<file path="config.mk">
export PLATFORM = sky130hd
export DESIGN_NAME = vsp_top
export DESIGN_NICKNAME = d
export VERILOG_FILES = /design/src/vsp_pkg.sv /design/src/vsp_top.sv
export SDC_FILE = /design/constraint.sdc
export NUM_CORES = 1
export LEC_CHECK = 0
export ABC_AREA = 1
export BUFFER_PORTS_ARGS = -buffer_cell sky130_fd_sc_hd__buf_2
export CORE_ASPECT_RATIO = 0.5
export CORE_MARGIN = 3
export CORE_UTILIZATION = 25
export DETAILED_ROUTE_END_ITERATION = 10
export GPL_TIMING_DRIVEN = 0
export PLACE_DENSITY = 0.46
export SETUP_SLACK_MARGIN = 0.15
export SYNTH_ARGS = -nofsm -noshare
export SYNTH_HDL_FRONTEND = slang
export SYNTH_SLANG_ARGS = --single-unit
</file>
<file path="constraint.sdc">
create_clock -name core_clk -period 2.11 [get_ports core_clk]
set_clock_uncertainty 0.2 [all_clocks]
set_input_delay 0 -clock core_clk [delete_from_list [all_inputs] [get_ports core_clk]]
set_output_delay 0 -clock core_clk [all_outputs]
set_load 0.005 [all_outputs]
</file>
<file path="src/vsp_pkg.sv">
// Shared constants and carrier types for the virtualization register bank.
package vsp_pkg;

	// ------------------------------------------------------------
	// System register numbers, written as {register number, selection id}
	// ------------------------------------------------------------
	localparam logic [9:0] VSP_SR_VIRT_CFG = {5'h10, 5'h01};
	localparam logic [9:0] VSP_SR_GUEST_CFG = {5'h11, 5'h01};
	localparam logic [9:0] VSP_SR_STATUS_EXT = {5'h0f, 5'h00};
	localparam logic [9:0] VSP_SR_EI_SAVE = {5'h12, 5'h00};
	localparam logic [9:0] VSP_SR_FE_SAVE = {5'h13, 5'h00};
	localparam logic [9:0] VSP_SR_NOTIFY = {5'h14, 5'h01};
	localparam logic [9:0] VSP_SR_DEBUG = {5'h00, 5'h03};
	localparam logic [9:0] VSP_SR_PC_CTRL = {5'h00, 5'h0e};
	localparam logic [9:0] VSP_SR_PC_VALUE = {5'h01, 5'h0e};
	localparam logic [9:0] VSP_SR_PC_SUB = {5'h02, 5'h0e};

	// ------------------------------------------------------------
	// Field positions
	// ------------------------------------------------------------
	localparam int VSP_VE_BIT = 0;
	localparam int VSP_GM_BIT = 31;
	localparam int VSP_GUEST_PARTITION_TAG_LSB = 8;
	localparam int VSP_GUEST_PARTITION_TAG_W = 3;
	localparam int VSP_CEN_BIT = 0;
	localparam int VSP_OVF_BIT = 1;
	localparam int VSP_CND_LSB = 8;
	localparam int VSP_CND_W = 8;
	localparam int VSP_HE_BIT = 16;
	localparam int VSP_GE_LSB = 17;
	localparam int VSP_GE_W = 8;
	localparam int VSP_SUB_W = 8;
	localparam logic [31:0] VSP_CTRL_WMASK = 32'h01ffff03;

	// ------------------------------------------------------------
	// Event selections and idle codes
	// ------------------------------------------------------------
	localparam logic [7:0] VSP_EV_G2H_MODE = 8'h18;
	localparam logic [7:0] VSP_EV_H2G_RET = 8'h19;
	localparam logic [7:0] VSP_EV_G2H_HOST = 8'h1a;
	localparam logic [7:0] VSP_EV_NO_IRQ = 8'h28;
	localparam logic [7:0] VSP_EV_IRQ_DIS = 8'h29;
	localparam logic [15:0] VSP_ISP_IDLE = 16'h0000;
	localparam logic [7:0] VSP_IRQ_PRIORITY_MASK_OPEN = 8'hff;

	// ------------------------------------------------------------
	// Reset values
	// ------------------------------------------------------------
	localparam logic [31:0] VSP_RST_WORD = 32'h00000000;

	// ------------------------------------------------------------
	// Carrier types
	// ------------------------------------------------------------
	typedef struct packed {
		logic valid;
		logic write;
		logic [4:0] reg_id;
		logic [4:0] sel_id;
		logic [31:0] wdata;
	} vsp_sr_req_type;

	typedef struct packed {
		logic valid;
		logic fault;
		logic undef;
		logic [31:0] rdata;
	} vsp_sr_rsp_type;

	typedef struct packed {
		logic ext_priority_level_mode;
		logic [15:0] inservice_priority_bits;
		logic [7:0] irq_priority_mask;
		logic irq_disable_flag;
	} vsp_irq_type;

	typedef struct packed {
		logic g2h_instr;
		logic h2g_return;
		logic [7:0] cause;
	} vsp_perf_ev_type;

endpackage

</file>
<file path="src/vsp_top.sv">
// Virtualization system registers with performance event qualification.
module vsp_top
	import vsp_pkg::*;
(
	// Clock and reset
	input wire logic core_clk,
	input wire logic resetn,
	input wire logic clk_en,
	// Feature strap from the core
	input wire logic virt_implemented,
	// System register access from the core
	input wire vsp_pkg::vsp_sr_req_type sr_req,
	input wire logic supervisor_priv,
	output vsp_pkg::vsp_sr_rsp_type sr_rsp,
	// Event and interrupt state from the core
	input wire vsp_pkg::vsp_perf_ev_type perf_ev,
	input wire vsp_pkg::vsp_irq_type irq_state,
	// Control state to the core
	output logic virt_enable,
	output logic guest_active,
	output logic [31:0] guest_cfg_active,
	output logic perf_overflow
);
	import vsp_pkg::*;

	// ------------------------------------------------------------
	// Register storage
	// ------------------------------------------------------------
	logic virt_enable_q;
	logic [31:0] guest_mode_config_q;
	logic [31:0] status_word_ext_q;
	logic [31:0] ei_save_q;
	logic [31:0] fe_save_q;
	logic [31:0] guest_notify_q;
	logic [31:0] host_debug_q;
	logic [31:0] perf_ctrl_q;
	logic [31:0] perf_value_q;
	logic [31:0] perf_sub_q;
	vsp_sr_rsp_type rsp_q;
	logic guest_active_q;
	logic [31:0] guest_cfg_q;

	// ------------------------------------------------------------
	// Access decode and privilege
	// ------------------------------------------------------------
	logic [9:0] sr_num;
	logic in_guest;
	logic hv_priv;
	logic is_open_reg;
	logic is_hidden_reg;
	logic is_known;
	logic acc_undef;
	logic acc_ok;
	logic wr_en;
	logic [31:0] rd_word;

	assign sr_num = {sr_req.reg_id, sr_req.sel_id};
	assign in_guest = virt_enable_q & status_word_ext_q[VSP_GM_BIT];
	assign hv_priv = supervisor_priv & ~in_guest;
	assign is_open_reg = (sr_num == VSP_SR_STATUS_EXT) | (sr_num == VSP_SR_NOTIFY);
	// These read as undefined while virtualization is off; contents are kept.
	assign is_hidden_reg = (sr_num == VSP_SR_GUEST_CFG) | (sr_num == VSP_SR_NOTIFY)
		| (sr_num == VSP_SR_DEBUG);

	always_comb begin
		unique case (sr_num)
			VSP_SR_VIRT_CFG: rd_word = {31'h00000000, virt_enable_q};
			VSP_SR_GUEST_CFG: rd_word = guest_mode_config_q;
			VSP_SR_STATUS_EXT: rd_word = status_word_ext_q;
			VSP_SR_EI_SAVE: rd_word = ei_save_q;
			VSP_SR_FE_SAVE: rd_word = fe_save_q;
			VSP_SR_NOTIFY: rd_word = guest_notify_q;
			VSP_SR_DEBUG: rd_word = host_debug_q;
			VSP_SR_PC_CTRL: rd_word = perf_ctrl_q;
			VSP_SR_PC_VALUE: rd_word = perf_value_q;
			VSP_SR_PC_SUB: rd_word = perf_sub_q;
			default: rd_word = VSP_RST_WORD;
		endcase
	end

	assign is_known = (sr_num == VSP_SR_VIRT_CFG) | (sr_num == VSP_SR_GUEST_CFG)
		| is_open_reg | (sr_num == VSP_SR_EI_SAVE) | (sr_num == VSP_SR_FE_SAVE)
		| (sr_num == VSP_SR_DEBUG) | (sr_num == VSP_SR_PC_CTRL)
		| (sr_num == VSP_SR_PC_VALUE) | (sr_num == VSP_SR_PC_SUB);
	assign acc_undef = ~is_known | (is_hidden_reg & ~virt_enable_q);

	always_comb begin
		if (is_open_reg && !sr_req.write) begin
			acc_ok = 1'b1;
		end else begin
			acc_ok = virt_enable_q ? hv_priv : supervisor_priv;
		end
	end

	assign wr_en = sr_req.valid & sr_req.write & ~acc_undef & acc_ok;

	// ------------------------------------------------------------
	// Access response
	// ------------------------------------------------------------
	always_ff @(posedge core_clk or negedge resetn) begin
		if (!resetn) begin
			rsp_q <= '0;
		end else if (clk_en) begin
			rsp_q.valid <= sr_req.valid;
			rsp_q.undef <= sr_req.valid & acc_undef;
			rsp_q.fault <= sr_req.valid & ~acc_undef & ~acc_ok;
			rsp_q.rdata <= (sr_req.valid & ~sr_req.write & ~acc_undef & acc_ok)
				? rd_word : VSP_RST_WORD;
		end
	end

	// ------------------------------------------------------------
	// Virtualization control registers
	// ------------------------------------------------------------
	// The enable flips the whole access model, so software must only touch it early.
	always_ff @(posedge core_clk or negedge resetn) begin
		if (!resetn) begin
			virt_enable_q <= 1'b0;
		end else if (clk_en && wr_en && sr_num == VSP_SR_VIRT_CFG) begin
			virt_enable_q <= sr_req.wdata[VSP_VE_BIT] & virt_implemented;
		end
	end

	always_ff @(posedge core_clk or negedge resetn) begin
		if (!resetn) begin
			guest_mode_config_q <= VSP_RST_WORD;
			status_word_ext_q <= VSP_RST_WORD;
			ei_save_q <= VSP_RST_WORD;
			fe_save_q <= VSP_RST_WORD;
			guest_notify_q <= VSP_RST_WORD;
			host_debug_q <= VSP_RST_WORD;
		end else if (clk_en && wr_en) begin
			unique case (sr_num)
				VSP_SR_GUEST_CFG: guest_mode_config_q <= sr_req.wdata;
				VSP_SR_STATUS_EXT: status_word_ext_q <= sr_req.wdata;
				VSP_SR_EI_SAVE: ei_save_q <= sr_req.wdata;
				VSP_SR_FE_SAVE: fe_save_q <= sr_req.wdata;
				VSP_SR_NOTIFY: guest_notify_q <= sr_req.wdata;
				VSP_SR_DEBUG: host_debug_q <= sr_req.wdata;
				default: ;
			endcase
		end
	end

	// Guest configuration steers the core only in guest mode with virtualization on.
	always_ff @(posedge core_clk or negedge resetn) begin
		if (!resetn) begin
			guest_active_q <= 1'b0;
			guest_cfg_q <= VSP_RST_WORD;
		end else if (clk_en) begin
			guest_active_q <= in_guest;
			guest_cfg_q <= in_guest ? guest_mode_config_q : VSP_RST_WORD;
		end
	end

	// ------------------------------------------------------------
	// Event qualification
	// ------------------------------------------------------------
	logic [7:0] ev_sel;
	logic host_en;
	logic [VSP_GUEST_PARTITION_TAG_W-1:0] guest_partition_tag;
	logic guest_en;
	logic sub_match;
	logic no_irq;
	logic ev_raw;
	logic count_hit;

	assign ev_sel = perf_ctrl_q[VSP_CND_LSB +: VSP_CND_W];
	assign host_en = perf_ctrl_q[VSP_HE_BIT];
	assign guest_partition_tag = status_word_ext_q[VSP_GUEST_PARTITION_TAG_LSB +: VSP_GUEST_PARTITION_TAG_W];
	assign guest_en = perf_ctrl_q[VSP_GE_LSB + 32'(guest_partition_tag)];
	// A zero sub-condition means any cause qualifies.
	assign sub_match = (perf_sub_q[VSP_SUB_W-1:0] == 8'h00)
		| (perf_sub_q[VSP_SUB_W-1:0] == perf_ev.cause);

	// Idle follows the in-service bits, or the priority mask in extended mode, as the core maintains them;
	// when auto update is off, or a low priority request leaves them clear, the count drifts.
	assign no_irq = irq_state.ext_priority_level_mode
		? (irq_state.irq_priority_mask == VSP_IRQ_PRIORITY_MASK_OPEN)
		: (irq_state.inservice_priority_bits == VSP_ISP_IDLE);

	always_comb begin
		unique case (ev_sel)
			VSP_EV_G2H_MODE: ev_raw = perf_ev.g2h_instr & sub_match
				& (in_guest ? guest_en : host_en);
			VSP_EV_H2G_RET: ev_raw = perf_ev.h2g_return & host_en;
			VSP_EV_G2H_HOST: ev_raw = perf_ev.g2h_instr & sub_match & host_en;
			VSP_EV_NO_IRQ: ev_raw = no_irq;
			// The disable flag gates the idle condition, level mask included; NMI block is not an input here.
			VSP_EV_IRQ_DIS: ev_raw = no_irq & irq_state.irq_disable_flag;
			default: ev_raw = 1'b0;
		endcase
	end

	assign count_hit = ev_raw & perf_ctrl_q[VSP_CEN_BIT];

	// ------------------------------------------------------------
	// Performance counter
	// ------------------------------------------------------------
	logic wr_ctrl;
	logic wr_value;
	logic wrap;

	assign wr_ctrl = wr_en & (sr_num == VSP_SR_PC_CTRL);
	assign wr_value = wr_en & (sr_num == VSP_SR_PC_VALUE);
	assign wrap = count_hit & (perf_value_q == 32'hffffffff);

	always_ff @(posedge core_clk or negedge resetn) begin
		if (!resetn) begin
			perf_value_q <= VSP_RST_WORD;
		end else if (clk_en) begin
			if (wr_value) begin
				perf_value_q <= sr_req.wdata;
			end else if (count_hit) begin
				perf_value_q <= perf_value_q + 32'h00000001;
			end
		end
	end

	// A wrap in the same cycle as a control write still sets the overflow flag.
	always_ff @(posedge core_clk or negedge resetn) begin
		if (!resetn) begin
			perf_ctrl_q <= VSP_RST_WORD;
		end else if (clk_en) begin
			if (wr_ctrl) begin
				perf_ctrl_q <= sr_req.wdata & VSP_CTRL_WMASK;
			end
			if (wrap && !wr_value) begin
				perf_ctrl_q[VSP_OVF_BIT] <= 1'b1;
			end
		end
	end

	always_ff @(posedge core_clk or negedge resetn) begin
		if (!resetn) begin
			perf_sub_q <= VSP_RST_WORD;
		end else if (clk_en && wr_en && sr_num == VSP_SR_PC_SUB) begin
			perf_sub_q <= sr_req.wdata;
		end
	end

	// ------------------------------------------------------------
	// Outputs
	// ------------------------------------------------------------
	assign sr_rsp = rsp_q;
	assign virt_enable = virt_enable_q;
	assign guest_active = guest_active_q;
	assign guest_cfg_active = guest_cfg_q;
	assign perf_overflow = perf_ctrl_q[VSP_OVF_BIT];
endmodule
</file>
Word level (Yosys, flattened, before mapping)
Cells that the tools add are included.
{ "word_totals": {"reg_bits": 344, "inputBits": 85, "out_inout_bits": 70, "elab_cells": 113} }
{ "op_classes": {"add_sub_neg": 2, "n_lt_le_gt_ge": 1, "n_eq_ne": 18, "n_mux": 14, "bitwise": 41, "n_reduce_logical": 20} }
{ "ops": {"columns": ["cell", "n"], "rows": [
  ["case mux 32 bit (10 select lines)", 1],
  ["2-to-1 mux 32 bit", 4],
  ["equality test 10 bit (second input constant)", 5],
  ["adder 32 x 1 -> 32 bit (second input constant)", 1],
  ["equality test 32 bit (second input constant)", 1],
  ["equality test 8 x 5 -> 1 bit (second input constant)", 3],
  ["AND 1 bit", 22],
  ["AND reduction 2 bit", 9],
  ["equality test 8 x 6 -> 1 bit (second input constant)", 2],
  ["logical NOT 16 bit", 1],
  ["bitwise OR 1 bit", 13],
  ["equality test 10 x 2 -> 1 bit (second input constant)", 1],
  ["equality test 10 x 4 -> 1 bit (second input constant)", 1],
  ["equality test 10 x 6 -> 1 bit (second input constant)", 1],
  ["equality test 10 x 7 -> 1 bit (second input constant)", 1],
  ["equality test 10 x 9 -> 1 bit (second input constant)", 1],
  ["equality test 8 bit", 1],
  ["equality test 8 bit (second input constant)", 1],
  ["logical NOT 8 bit", 1],
  ["adder 5 x 3 -> 6 bit (first input constant)", 1],
  ["< comparator 6 bit (second input constant)", 1],
  ["2-to-1 mux 1 bit", 6],
  ["inverter 1 bit", 6],
  ["binary-select mux 1 bit (select 5 bit)", 1],
  ["5 further kinds", 11]
]} }

Logic depth before layout (Yosys ltp)
{ "logic_depth": {"word_depth": 19, "depth_mapped": 16, "mapped_depth_nobuf": 15} }

Worst setup path after synthesis
OpenSTA, ideal clock, no wires.
{ "synth_timing": {"path_kind": "register to register", "from": "register perf_value_q[0]", "to": "register perf_value_q[26]", "arrival_ns": 1.879, "slack_ns": -0.086, "path_stages_with_launch": 12, "synth_period_minus_slack_ns": 2.196, "path_cell_list": "dfrtp_1 ha_1 nand3_1 nor2_1 nand3b_1 nor3_1 nand4_1 xor2_1 nand2_1 nand2_1 nor2_1 nor2_1"} }
{ "synth_between": {"elab_chain_len": 3} }
{ "synth_lines": {"columns": ["element", "line", "text"], "rows": [
  ["start: declaration", "vsp_top.sv:37", "logic [31:0] perf_value_q;"],
  ["start signal: assignment", "vsp_top.sv:213", "perf_value_q <= sr_req.wdata;"],
  ["start signal: assignment", "vsp_top.sv:215", "perf_value_q <= perf_value_q + 32'h00000001;"],
  ["adder 32 x 1 -> 32 bit", "vsp_top.sv:215", null],
  ["2-to-1 mux 32 bit", "vsp_top.sv:214", "end else if (count_hit) begin"],
  ["2-to-1 mux 32 bit", "vsp_top.sv:212", "if (wr_value) begin"]
]} }
No other way between the ends. The select of a mux whose other input is x is not followed.
A chain may end at the register's enable or synchronous reset.

Worst setup path in the final report
{ "layout_timing": {"from": "register perf_sub_q[3]", "to": "register perf_value_q[23]"} }
{ "layout_between": {"elab_chain_len": 8, "elab_cells_between_ends": 10, "classes_between": "1 x eq/ne; 1 x mux; 5 x bitwise; 3 x reduce/logical"} }
{ "layout_lines": {"columns": ["element", "line", "text"], "rows": [
  ["start: declaration", "vsp_top.sv:38", "logic [31:0] perf_sub_q;"],
  ["start signal: assignment", "vsp_top.sv:238", "perf_sub_q <= sr_req.wdata;"],
  ["equality test 8 bit or logical NOT 8 bit (tied branches)", "vsp_top.sv:174, vsp_top.sv:173", null],
  ["bitwise OR 1 bit (*)", "vsp_top.sv:174", "| (perf_sub_q[VSP_SUB_W-1:0] == perf_ev.cause);"],
  ["AND 1 bit (*)", "vsp_top.sv:184, vsp_top.sv:187", null],
  ["AND 1 bit, on equally long branches", "vsp_top.sv:187, vsp_top.sv:185", null],
  ["case mux 1 bit (5 select lines) (*)", "vsp_top.sv:183", "unique case (ev_sel)"],
  ["AND 1 bit (*)", "vsp_top.sv:195", "assign count_hit = ev_raw & perf_ctrl_q[VSP_CEN_BIT];"],
  ["nonzero test 2 bit (no line) (*)", null, null],
  ["AND reduction 2 bit (no line) (*)", null, null]
]} }
Every way passes the cells marked *; elsewhere a longest branch is shown, timed or not.

==> flow_metrics.env <==
export IMPL_regArea_um2=8620
export IMPL_setup_viol_count_final=274
export IMPL_gr_usage_all_layers_pct=23.49
export IMPL_start_util_pct=25.70
export IMPL_worst_pin_slew_ns=1.140
export IMPL_maxSlewHeadroom_pct=23.98
export IMPL_cts_buffers=39
export IMPL_hpwl_mm=54.91
export IMPL_top_level_ports=155
export IMPL_num_vias=17210
export IMPL_finalPower_mw=14.19
export IMPL_cts_htree_levels=2
export IMPL_tns_ns=-41.64
export IMPL_grt_pass1_vias=16670
export IMPL_crit_path_end_kind="flop"
export IMPL_synth_ff_type="dfrtp_1"
export IMPL_place_gp_congestion=0.9309
export IMPL_fillCellCount=6468
export IMPL_leakagePower_nw=11.83
export IMPL_yosysWarnings=0
export IMPL_io_buffers=153
export IMPL_final_cell_area_um2=25370
export IMPL_setup_slack_ns=-0.2683
export IMPL_wl_per_cell_um=25.34
export IMPL_first_pass_iters=5
export IMPL_drtIter0Drc=1698
export IMPL_run_status="complete, but fails checks"
export IMPL_pre_cts_ws_ns=-1.415
export IMPL_multi_input_area_um2=9107
export IMPL_core_area_um2=64090
export IMPL_die_h_um=187.5
export IMPL_place_area_um2=18560
export IMPL_drv_slew=0
export IMPL_overflow=0
export IMPL_syn_to_final_growth_pct=54.03
export IMPL_async_reset_ff_share_pct=100.0
export IMPL_grt_pass1_wl_mm=118.9
export IMPL_rows=65
export IMPL_ant_nets=0
export IMPL_cp_max_fo=5
export IMPL_grt_max_degree=113
export IMPL_layout_commonest_cell="nand2_1"
export IMPL_worstHoldPathType="input pin to flop"
export IMPL_vdd_ir_drop_max_v=0.0004809
export IMPL_clk_pin_slew_ns=0.06
export IMPL_finalHoldWorstSlack_ns=0.03976
export IMPL_final_nets=2526
export IMPL_cp_start_kind="flop"
export IMPL_drive_above_1_share_pct=38.70
export IMPL_drc_errors=0
export IMPL_layout_common_cells="nand2_1 (492), dfrtp_1 (335), o21ai_2 (161)"
export IMPL_critical_path_class="flop to flop"
export IMPL_hold_viol=0
export IMPL_clock_latency_ns=0.57
export IMPL_ys_seq_elements=344
export IMPL_min_period_over_period_pct=112.7
export IMPL_synthesis_nets=2131
export IMPL_violations="setup timing"
export IMPL_antenna_found_initial=4
export IMPL_viasPerCell=5.156
export IMPL_clockBufferDepth=3
export IMPL_drv_cap=0
export IMPL_cts_root_buffer="clkbuf_16"
export IMPL_synth_cell_types=43
export IMPL_cp_arrival_ns=2.67
export IMPL_fp_dieW_um=369.0
export IMPL_routed_wl_mm=84.57
export IMPL_pwr_density_cell_nw_per_um2=559.2
export IMPL_ys_seq_area_share_pct=52.26
export IMPL_die_area_um2=69190
export IMPL_synthCells=2044
export IMPL_synth_edf_count=0
export IMPL_syn_cell_area_um2=16470
export IMPL_min_period_ns=2.378
export IMPL_grt_setup_unrepaired="yes"
export IMPL_required_ns=2.40
export IMPL_max_freq_mhz=420.5
export IMPL_syn_mean_instance_area_um2=8.058
export IMPL_cts_tree="done"
export IMPL_cts_sinks=344
worst paths after layout:
kind | start | end | slack, ns | cells past startpoint
max | perf_sub_q[3] | perf_value_q[23] | -0.27 | 13
min | supervisor_priv | sr_rsp[13] | 0.04 | 8
max reg2reg | perf_sub_q[3] | perf_value_q[23] | -0.27 | 13
min reg2reg | sr_rsp[7] | sr_rsp[7] | 0.27 | 2
max in group asynchronous | resetn | perf_value_q[5] | 0.44 | 4
min in group asynchronous | resetn | sr_rsp[21] | 0.29 | 3
through the flow:
stage | std cells | utilization (%)
6_report | 3337 | 39.59
5_1_grt | 3337 | 39.59
4_1_cts | 3303 | 36.61
3_5_place_dp | 3071 | 28.96
3_3_place_gp | 3068 | 28.82
2_1_floorplan | 2044 | -
final cells by class:
type,instances,share of cell area (%)
multi-input cells,1467,35.90
flip-flops and latches,344,33.97
repair buffers,345,13.58
plain buffers,100,5.099
clock buffers,59,4.542
well taps,871,4.296
inverters,142,2.185
clock inverters,8,0.4143
diodes,1,0.009863
state kept, by name (all words and copies together), names as in the netlist:
signal               cells
perf_sub_q              32
guest_mode_config_q     32
sr_rsp                  35
guest_cfg_active        32
ei_save_q               32
guest_notify_q          32
host_debug_q            32
virt_enable              1
guest_active             1
perf_value_q            32
fe_save_q               32
perf_ctrl_q             19
status_word_ext_q       32
kinds of logic (layout without fill, tap and decap cells):
family,after synthesis,after routing,synth area share (%)
simple gates,1014,1023,26.10
compound gates,408,408,13.77
flops,344,344,52.26
buf+inv,242,654,5.902
xor+xnor,34,34,1.808
fa+ha+maj,2,2,0.1519
other cells,0,1,0
metal layers:
metal  wire length [um]  GRT usage [%]  share of wire, %  up-vias
met4               3798          8.959               4.5        2
met2              36110          35.14                43      788
li1                   -              -                 -     7581
met3               8693          6.477                10      188
met1              35950          32.21                43     8648
met5                  9              0             0.011        -
repair_timing:
item | CTS | global route
setup endpoints to repair | 327 | 327
pin swaps | 42 | 37
hold buffers | 42 | 2
buffers inserted | 84 | 23
endpoints found under the hold margin | 657 | 3
gates cloned | 39 | 9
resized for setup | 549 | 467
synth_stat cells, types with 2 or more instances:
cell / instances / share of area [%]
xnor2_1: 8 / 0.43
xor2_1: 26 / 1.4
o21ai_1: 109 / 3.3
inv_1: 136 / 3.1
o21ai_2: 2 / 0.11
a22o_1: 17 / 0.90
clkbuf_1: 60 / 1.4
nor4_1: 21 / 0.80
nand3_4: 5 / 0.53
nand2_2: 2 / 0.076
buf_2: 36 / 1.1
o22ai_1: 7 / 0.27
nand3b_1: 2 / 0.091
dfrtp_1: 344 / 52
o21ai_0: 215 / 6.5
nand3_1: 105 / 3.2
a32o_1: 5 / 0.30
nor3_1: 17 / 0.52
o211ai_1: 4 / 0.18
a21oi_1: 12 / 0.36
ha_1: 2 / 0.15
nand2_1: 710 / 16
a221oi_1: 6 / 0.32
nor2_4: 3 / 0.21
nand4_1: 23 / 0.87
o31ai_1: 18 / 0.82
nor2_2: 6 / 0.23
nand2_4: 7 / 0.48
nor2_1: 109 / 2.5
buf_6: 2 / 0.14
o21bai_1: 8 / 0.36
nor2_8: 2 / 0.24
inv_2: 5 / 0.11
power breakdown:
| part | internal [mW] | total [mW] | switching [mW] |
|---|---|---|---|
| registers | 6.60 | 6.60 | 0.00211 |
| clock network | 4.01 | 6.94 | 2.93 |
| logic | 0.164 | 0.642 | 0.478 |
| total | 10.8 | 14.2 | 3.41 |
worst max-delay path, cell delays in order, from the launching register on:
cell and delay [ns]:
dfrtp_1 0.43, inv_1 0.09, nand2_1 0.07, nor3_2 0.20, nand3_2 0.19, nand2_1 0.13
nand3_2 0.10, nand2_4 0.13, nand2_4 0.08, a21oi_4 0.22, buf_12 0.16, buf_12 0.14
nor2_4 0.03, nor2_1 0.10
(Power assumes the default switching activity.)
